File: config.mk
export PLATFORM = sky130hd
export DESIGN_NAME = occ_osc_ctrl
export DESIGN_NICKNAME = d
export VERILOG_FILES = /design/src/rtl/occ_pkg.sv /design/src/rtl/occ_osc_ctrl.sv /design/src/rtl/occ_clk_switch.sv
export SDC_FILE = /design/constraint.sdc
export NUM_CORES = 1
export LEC_CHECK = 0
export BUFFER_PORTS_ARGS = -buffer_cell sky130_fd_sc_hd__buf_2
export CAP_MARGIN = 5
export CORE_ASPECT_RATIO = 1.75
export CORE_MARGIN = 1.5
export CORE_UTILIZATION = 40
export DETAILED_ROUTE_END_ITERATION = 7
export PLACE_DENSITY = 0.77
export SLEW_MARGIN = 40
export SYNTH_ARGS = -nofsm -noshare
export SYNTH_HDL_FRONTEND = slang
export SYNTH_HIERARCHICAL = 1
export SYNTH_SLANG_ARGS = --single-unit
File: constraint.sdc
create_clock -name clk -period 2.5 [get_ports clk]
set_clock_uncertainty 0.1 [all_clocks]
set_input_delay 0.125 -clock clk [delete_from_list [all_inputs] [get_ports clk]]
set_output_delay 0.125 -clock clk [all_outputs]
set_load 0.02 [all_outputs]
File: src/rtl/occ_pkg.sv
//==========================================================================
// Oscillator control package
//==========================================================================
// Purpose: Offsets, field positions, reset values and codes for the
//          oscillator control block
// Assumes: 32-bit AHB-Lite data, one aligned word per register
// Notes:   Shared by the main block and the source switch
package occ_pkg;

   // Register map
   localparam logic [31:0] OCC_OSC_CTRL_ADDR = 32'h0000_0000;
   localparam logic [7:0] OCC_OSC_CTRL_RST = 8'h00;

   // Field positions inside oscillator_control
   localparam int OCC_IDLE_BIT = 7;
   localparam int OCC_FREQ_HI = 6;
   localparam int OCC_FREQ_LO = 4;
   localparam int OCC_STARTUP_BIT = 3;
   localparam int OCC_STABLE_BIT = 2;
   localparam int OCC_SRC_HI = 1;
   localparam int OCC_SRC_LO = 0;

   // Writable bits; status bits never take write data
   localparam logic [7:0] OCC_WR_MASK = 8'hF3;

   // Internal frequency select codes
   localparam logic [2:0] OCC_FREQ_8M = 3'h7;
   localparam logic [2:0] OCC_FREQ_SLOW = 3'h0;

   // Divider width for the internal block (8 MHz down to 125 kHz)
   localparam int OCC_DIV_W = 6;

   // System clock source choices
   typedef enum logic [1:0]
   {
      OCC_SRC_PRIMARY = 2'h0,
      OCC_SRC_SECONDARY = 2'h1,
      OCC_SRC_INTERNAL = 2'h2
   } occ_src_t;

   // AHB transfer types and response
   localparam logic [1:0] OCC_HTRANS_NONSEQ = 2'h2;
   localparam logic OCC_HRESP_OKAY = 1'b0;

endpackage

File: src/rtl/occ_osc_ctrl.sv
//==========================================================================
// Oscillator control block
//==========================================================================
// Purpose: AHB-Lite oscillator control register, internal divider,
//          source switch and power-managed clock gating
// Assumes: Oscillator levels and status inputs come from other domains
// Notes:   Zero-wait-state slave, always OKAY
//
// How it works
// - Eight-bit register: idle, freq, two status, source
// - Idle keeps peripherals clocked; otherwise CPU and peripheral enables both drop
// - Freq code picks 8 MHz down to slow
// - Startup bit shows primary start-up timer expiry
// - Source select: 1x internal, 01 secondary, 00 primary
`timescale 1ns/1ps
module occ_osc_ctrl
   import occ_pkg::*;
(
   // Clock and reset
   input wire logic clk,
   input wire logic rst,
   // AHB-Lite slave
   input wire logic hsel,
   input wire logic [31:0] haddr,
   input wire logic [1:0] htrans,
   input wire logic hwrite,
   input wire logic [2:0] hsize,
   input wire logic [31:0] hwdata,
   input wire logic hready,
   output logic hreadyout,
   output logic hresp,
   output logic [31:0] hrdata,
   // Oscillator levels and status from outside
   input wire logic primary_osc_in,
   input wire logic secondary_osc_in,
   input wire logic internal_fast_osc,
   input wire logic internal_slow_rc,
   input wire logic startup_expired_in,
   input wire logic int_osc_stable_in,
   // Power management
   input wire logic pm_enter,
   input wire logic pm_wake,
   output logic cpu_clk_en,
   output logic periph_clk_en,
   // Clock results
   output logic internal_clk_out,
   output logic sysclk_out
);

   // ======================================================================
   // Input synchronisers
   // ======================================================================
   logic [5:0] sync1_r, sync2_r;
   logic [5:0] async_in;
   assign async_in = {int_osc_stable_in, startup_expired_in, internal_slow_rc,
                      internal_fast_osc, secondary_osc_in, primary_osc_in};

   // Two flops per outside input
   always_ff @(posedge clk)
   begin
      if (rst)
      begin
         sync1_r <= 6'h00;
         sync2_r <= 6'h00;
      end
      else
      begin
         sync1_r <= async_in;
         sync2_r <= sync1_r;
      end
   end

   logic prim_s, sec_s, fast_s, slow_s, startup_s, stable_s;
   assign {stable_s, startup_s, slow_s, fast_s, sec_s, prim_s} = sync2_r;

   // ======================================================================
   // AHB-Lite slave and register
   // ======================================================================
   logic [7:0] ctrl_r, ctrl_nxt;
   logic wr_pend_r, wr_pend_nxt;
   logic [31:0] hrdata_r, hrdata_nxt;
   logic [7:0] ctrl_view;
   logic take;

   // Address phase accepted
   assign take = hsel && htrans[1] && hready;

   // Read view: writable bits from storage, status bits live
   always_comb
   begin
      ctrl_view = ctrl_r & OCC_WR_MASK;
      ctrl_view[OCC_STARTUP_BIT] = startup_s;
      ctrl_view[OCC_STABLE_BIT] = stable_s;
   end

   // Decode, write in data phase, read data registered at address phase
   always_comb
   begin
      ctrl_nxt = ctrl_r;
      wr_pend_nxt = 1'b0;
      hrdata_nxt = hrdata_r;
      if (wr_pend_r)
         ctrl_nxt = (ctrl_r & ~OCC_WR_MASK) | (hwdata[7:0] & OCC_WR_MASK);
      if (take)
      begin
         wr_pend_nxt = hwrite && (haddr == OCC_OSC_CTRL_ADDR);
         if (!hwrite && haddr == OCC_OSC_CTRL_ADDR)
            hrdata_nxt = {24'h00_0000, ctrl_view};
         else
            hrdata_nxt = 32'h0000_0000;
      end
   end

   // Register state
   always_ff @(posedge clk)
   begin
      if (rst)
      begin
         ctrl_r <= OCC_OSC_CTRL_RST;
         wr_pend_r <= 1'b0;
         hrdata_r <= 32'h0000_0000;
      end
      else
      begin
         ctrl_r <= ctrl_nxt;
         wr_pend_r <= wr_pend_nxt;
         hrdata_r <= hrdata_nxt;
      end
   end

   assign hreadyout = 1'b1;
   assign hresp = OCC_HRESP_OKAY;
   assign hrdata = hrdata_r;

   // ======================================================================
   // Internal oscillator block divider
   // ======================================================================
   logic [OCC_DIV_W-1:0] div_r, div_nxt;
   logic fast_d_r, fast_d_nxt;
   logic int_r, int_nxt;
   logic [2:0] freq_code;
   logic [2:0] tap;

   assign freq_code = ctrl_r[OCC_FREQ_HI:OCC_FREQ_LO];
   assign tap = 3'h6 - freq_code;

   // Count fast oscillator rising edges; each bit halves the frequency
   always_comb
   begin
      fast_d_nxt = fast_s;
      div_nxt = div_r;
      if (fast_s && !fast_d_r)
         div_nxt = div_r + 6'h01;
      if (freq_code == OCC_FREQ_8M)
         int_nxt = fast_s;
      else if (freq_code == OCC_FREQ_SLOW)
         int_nxt = slow_s;
      else
         int_nxt = div_r[tap];
   end

   // Divider registers
   always_ff @(posedge clk)
   begin
      if (rst)
      begin
         div_r <= 6'h00;
         fast_d_r <= 1'b0;
         int_r <= 1'b0;
      end
      else
      begin
         div_r <= div_nxt;
         fast_d_r <= fast_d_nxt;
         int_r <= int_nxt;
      end
   end

   assign internal_clk_out = int_r;

   // ======================================================================
   // Source switch
   // ======================================================================
   occ_src_t src_req;
   assign src_req = ctrl_r[OCC_SRC_HI] ? OCC_SRC_INTERNAL :
                    (ctrl_r[OCC_SRC_LO] ? OCC_SRC_SECONDARY : OCC_SRC_PRIMARY);

   occ_clk_switch u_switch
   (
      .clk(clk),
      .rst(rst),
      .src_req(src_req),
      .src_lvl({int_r, sec_s, prim_s}),
      .sysclk_out(sysclk_out),
      .switching()
   );

   // ======================================================================
   // Power-managed modes
   // ======================================================================
   logic pm_r, pm_nxt;
   logic idle_r, idle_nxt;

   // Enter on request, leave on wake; idle choice captured at entry
   always_comb
   begin
      pm_nxt = pm_r;
      idle_nxt = idle_r;
      if (pm_wake)
         pm_nxt = 1'b0;
      else if (pm_enter)
      begin
         pm_nxt = 1'b1;
         idle_nxt = ctrl_r[OCC_IDLE_BIT];
      end
   end

   // Power mode registers
   always_ff @(posedge clk)
   begin
      if (rst)
      begin
         pm_r <= 1'b0;
         idle_r <= 1'b0;
      end
      else
      begin
         pm_r <= pm_nxt;
         idle_r <= idle_nxt;
      end
   end

   assign cpu_clk_en = !pm_r;
   assign periph_clk_en = !pm_r || idle_r;

   // ======================================================================
   // Checks
   // ======================================================================
   a_status_ignore: assert property (@(posedge clk) disable iff (rst)
      wr_pend_r ##1 1'b1 |-> ctrl_r[3:2] == $past(ctrl_r[3:2]))
      else $error("status bit positions took write data");

   a_write_lands: assert property (@(posedge clk) disable iff (rst)
      wr_pend_r |=> ctrl_r[7:4] == $past(hwdata[7:4]) && ctrl_r[1:0] == $past(hwdata[1:0]))
      else $error("writable bits did not store write data");

   a_idle_sleep: assert property (@(posedge clk) disable iff (rst)
      (pm_enter && !pm_wake && !pm_r) |=> !cpu_clk_en && periph_clk_en == $past(ctrl_r[7]))
      else $error("wrong clock gating on power-managed entry");

   a_freq_fast: assert property (@(posedge clk) disable iff (rst)
      freq_code == OCC_FREQ_8M |=> int_r == $past(fast_s))
      else $error("8 MHz code does not pass fast oscillator");

   a_freq_slow: assert property (@(posedge clk) disable iff (rst)
      freq_code == OCC_FREQ_SLOW |=> int_r == $past(slow_s))
      else $error("code zero does not pass slow source");

   a_startup_read: assert property (@(posedge clk) disable iff (rst)
      (take && !hwrite && haddr == OCC_OSC_CTRL_ADDR) |=> hrdata[3] == $past(startup_s))
      else $error("startup bit read mismatch");

   a_stable_reset: assert property (@(posedge clk)
      rst |=> ctrl_view[OCC_STABLE_BIT] == 1'b0)
      else $error("stable bit not clear after reset");

endmodule // occ_osc_ctrl

File: src/rtl/occ_clk_switch.sv
//==========================================================================
// Glitch-free system clock source switch
//==========================================================================
// Purpose: Moves the system clock between three sampled sources
// Assumes: Source levels are already synchronised to clk
// Notes:   The output parks low between sources so no runt appears
`timescale 1ns/1ps
module occ_clk_switch
   import occ_pkg::*;
(
   // Clock and reset
   input wire logic clk,
   input wire logic rst,
   // Source choice and levels
   input wire occ_src_t src_req,
   input wire logic [2:0] src_lvl,
   // Switched clock and switch-in-progress flag
   output logic sysclk_out,
   output logic switching
);

   typedef enum logic {OCC_SW_RUN = 1'b0, OCC_SW_PARK = 1'b1} occ_sw_state_t;

   occ_sw_state_t state_r, state_nxt;
   occ_src_t cur_r, cur_nxt;
   logic out_r, out_nxt;

   // Level of a source by its choice code
   function automatic logic src_level(input occ_src_t s, input logic [2:0] lvl);
      unique case (s)
         OCC_SRC_PRIMARY: src_level = lvl[0];
         OCC_SRC_SECONDARY: src_level = lvl[1];
         default: src_level = lvl[2];
      endcase
   endfunction

   // Leave the old source only while low, join the new one while low
   always_comb
   begin
      state_nxt = state_r;
      cur_nxt = cur_r;
      out_nxt = out_r;
      unique case (state_r)
         OCC_SW_RUN:
         begin
            out_nxt = src_level(cur_r, src_lvl);
            if (src_req != cur_r && !src_level(cur_r, src_lvl))
            begin
               state_nxt = OCC_SW_PARK;
               out_nxt = 1'b0;
            end
         end
         OCC_SW_PARK:
         begin
            out_nxt = 1'b0;
            if (!src_level(src_req, src_lvl))
            begin
               cur_nxt = src_req;
               state_nxt = OCC_SW_RUN;
            end
         end
      endcase
   end

   // State registers
   always_ff @(posedge clk)
   begin
      if (rst)
      begin
         state_r <= OCC_SW_RUN;
         cur_r <= OCC_SRC_PRIMARY;
         out_r <= 1'b0;
      end
      else
      begin
         state_r <= state_nxt;
         cur_r <= cur_nxt;
         out_r <= out_nxt;
      end
   end

   assign sysclk_out = out_r;
   assign switching = (state_r == OCC_SW_PARK);

   // Output rises only while running on a source whose level was high
   a_no_runt_pulse: assert property (@(posedge clk) disable iff (rst)
      $rose(out_r) |-> $past(state_r) == OCC_SW_RUN && $past(src_level(cur_r, src_lvl)))
      else $error("system clock rose during a source change");

   // A settled switch follows the requested source level
   a_source_follow: assert property (@(posedge clk) disable iff (rst)
      (state_r == OCC_SW_RUN && src_req == cur_r) ##1 (state_r == OCC_SW_RUN)
      |-> out_r == $past(src_level(cur_r, src_lvl)))
      else $error("system clock does not follow selected source");

endmodule // occ_clk_switch

==> out/results.ini <==
[clock_tree]
post-cts-setup-buffers=0
clockBufferDepth=2
cts_htree_levels=2
cts_sinks=41
root_buffer=clkbuf_8
clock_latency_ns=0.28
cts_tree=built
cts_buffers=5
clk_pin_slew_worst_paths_ns=0.07

[worst_setup_path]
cp_top_family=flip-flops
cp_max_fo=7
end_kind=register
crit_chain=inv_1, ha_1, mux4_2, nor4b_2, a2111oi_0, a32o_1
worstPathRequired_ns=2.58
critical_path_buf_inv_count=1
max_stage_delay_ns=0.48
cp-start-kind=register
cp.arrival_ns=2.03
crit_type=register to register
crit_slowest_cell=dfxtp_1

[global_routing]
grt_max_degree=25
grt_remaining_overflow=0
grtUsageTotal_pct=14.2
grt_pass1_wl_um=5890
antenna_found_initial=0
grt_pass1_vias=1404

[cells_and_area]
layout-drive-gt1-share_pct=27.2
final_util_pct=51.2
area_delta_synth_final_pct=23.6
fin_nets=364
final_common_cell=buf_2
fillers=437
layout_common_cells=buf_2 (63), dfxtp_1 (41), conb_1 (26)
design_area_mm2=0.00241
fin_cells=331
diodes=0

[pwr]
peakVddDrop_mv=0.345
power.density_mw_per_mm2=514
leakagePower_nw=1.05
power_mw=1.24

[yosys]
synth_simple_gate_area_share_pct=24.3
ys_ff_latch=41
synth-edff-count=0
synth_warnings=6
async_flop_share_pct=0
synth_ff_type=dfxtp_1
yosys.area_share.adder_pct=2.56
synthXorXnorAreaFrac_pct=3.14
synth_top_family_by_area=simple AND/OR/NAND/NOR gates
yosysSeqAreaShare_pct=42.1
syn-cell-area_mm2=0.00195
synth_compound_area_share_pct=6.67
netlist_instances=206
ys_types=36
synth_mux_area_share_pct=7.63
syn_avg_cell_area_um2=9.48

[drt]
drc=0
wl_um=3710
wl_per_cell_um=11.2
postRouteAntennaNets=0
drt_iter0_drc=19
routed_via_density=4.75
vias=1571
detail_route.first_pass.iterations=4

[timing]
clock.fmax_mhz=512
hold_ws_ns=0.0378
hold_violations=0
layout_setup_ws_ns=0.546
fin_crit_sh_pct=78.1
maxSlewViolCount=0
slew_headroom_pct=62.9
rsz0062_at_grt=false
tns_ns=0
setup_viol_count_final=0
fin_crit_ns=1.95
tightestPinTransition_ns=0.556

[floorplanning]
fp-row-count=33
dieArea_mm2=0.00532
die_x_um=55.8
start_util_pct=41.5
ios=120
fp.dieH_um=95.4
core_mm2=0.00471

[placed_design]
place_area_mm2=0.00219
hpwlAfterDp_um=2780
pre_cts_ws_ns=0.551
place.gp.congestion=0.801
portBuffers=63
dp_cells=309

[status]
outcome=complete, no violations

[min_path]
hp-class=input pin to register

[run]
cap_viol_max_count=0

==> final timing paths <==
| path | slack [ns] | end | start | cells past startpoint |
|---|---|---|---|---|
| hold / removal | 0.04 | wr_pend_r | hwrite | 3 |
| setup reg to reg | 0.55 | internal_clk_out | ctrl_r[4] | 6 |
| setup / recovery | 0.55 | internal_clk_out | ctrl_r[4] | 6 |
| hold reg to reg | 0.34 | sync2_r[3] | sync1_r[3] | 1 |
==> what timing repair did <==
action / CTS / global route
resized for setup: 0 / 0
hold buffers: 14 / 0
hold endpoints to repair: 13 / 0
==> synthesized netlist by cell type, types with 4 or more instances <==
master,n,area share (%)
a211oi_1,9,3.5
buf_4,26,10
clkbuf_1,7,1.3
dfxtp_1,41,42
ha_1,4,2.6
inv_1,5,0.96
mux2i_1,10,5.1
nand2_1,4,0.77
nand4b_1,8,3.6
nor2_1,24,4.6
nor2b_1,19,6.1
nor4_1,9,2.9
xor2_1,6,2.7
==> flip-flops by register name, indices dropped and copies added (netlist names) <==
register	cells
hrdata	8
ctrl_r	6
div_r	6
sync1_r	6
sync2_r	6
u_switch/cur_r	2
fast_d_r	1
idle_r	1
internal_clk_out	1
pm_r	1
u_switch/switching	1
u_switch/sysclk_out	1
wr_pend_r	1
==> tightest hold or removal path, cell delays in order <==
cell	delay (ns)
buf_2	0.14
nand3b_1	0.09
nor2_1	0.04
==> final cells by class <==
class / instances / area, um^2 / area share [%]
inverters: 5 / 18.8 / 0.778
multi-input cells: 147 / 962 / 39.9
repair buffers: 78 / 463 / 19.2
clock inverters: 2 / 10.0 / 0.415
clock buffers: 6 / 72.6 / 3.01
well taps: 52 / 65.1 / 2.70
flip-flops and latches: 41 / 821 / 34.0
==> where the power goes <==
part | internal, mW | total [mW] | switching (mW)
logic | 0.0682 | 0.156 | 0.0880
registers | 0.671 | 0.678 | 0.00703
clock network | 0.193 | 0.406 | 0.213
total | 0.933 | 1.24 | 0.308
==> kinds of logic after synthesis <==
kind of cell / count (synthesis)
DFF: 41
AOI/OAI and AO/OA: 16
and+or+nand+nor: 81
adders and majority gates: 4
buffers and inverters: 42
other: 2
xor gates and xnor gates: 7
muxes: 13
==> routing by layer <==
metal  global-route usage [%]  up-vias  routed length, um
li1                         -      795                  -
met1                     12.6      687               1350
met2                     28.8       82               2010
met3                     3.80        7                282
met4                     6.71        0                 70
met5                        0        -                  0
(Power assumes the default switching activity.)
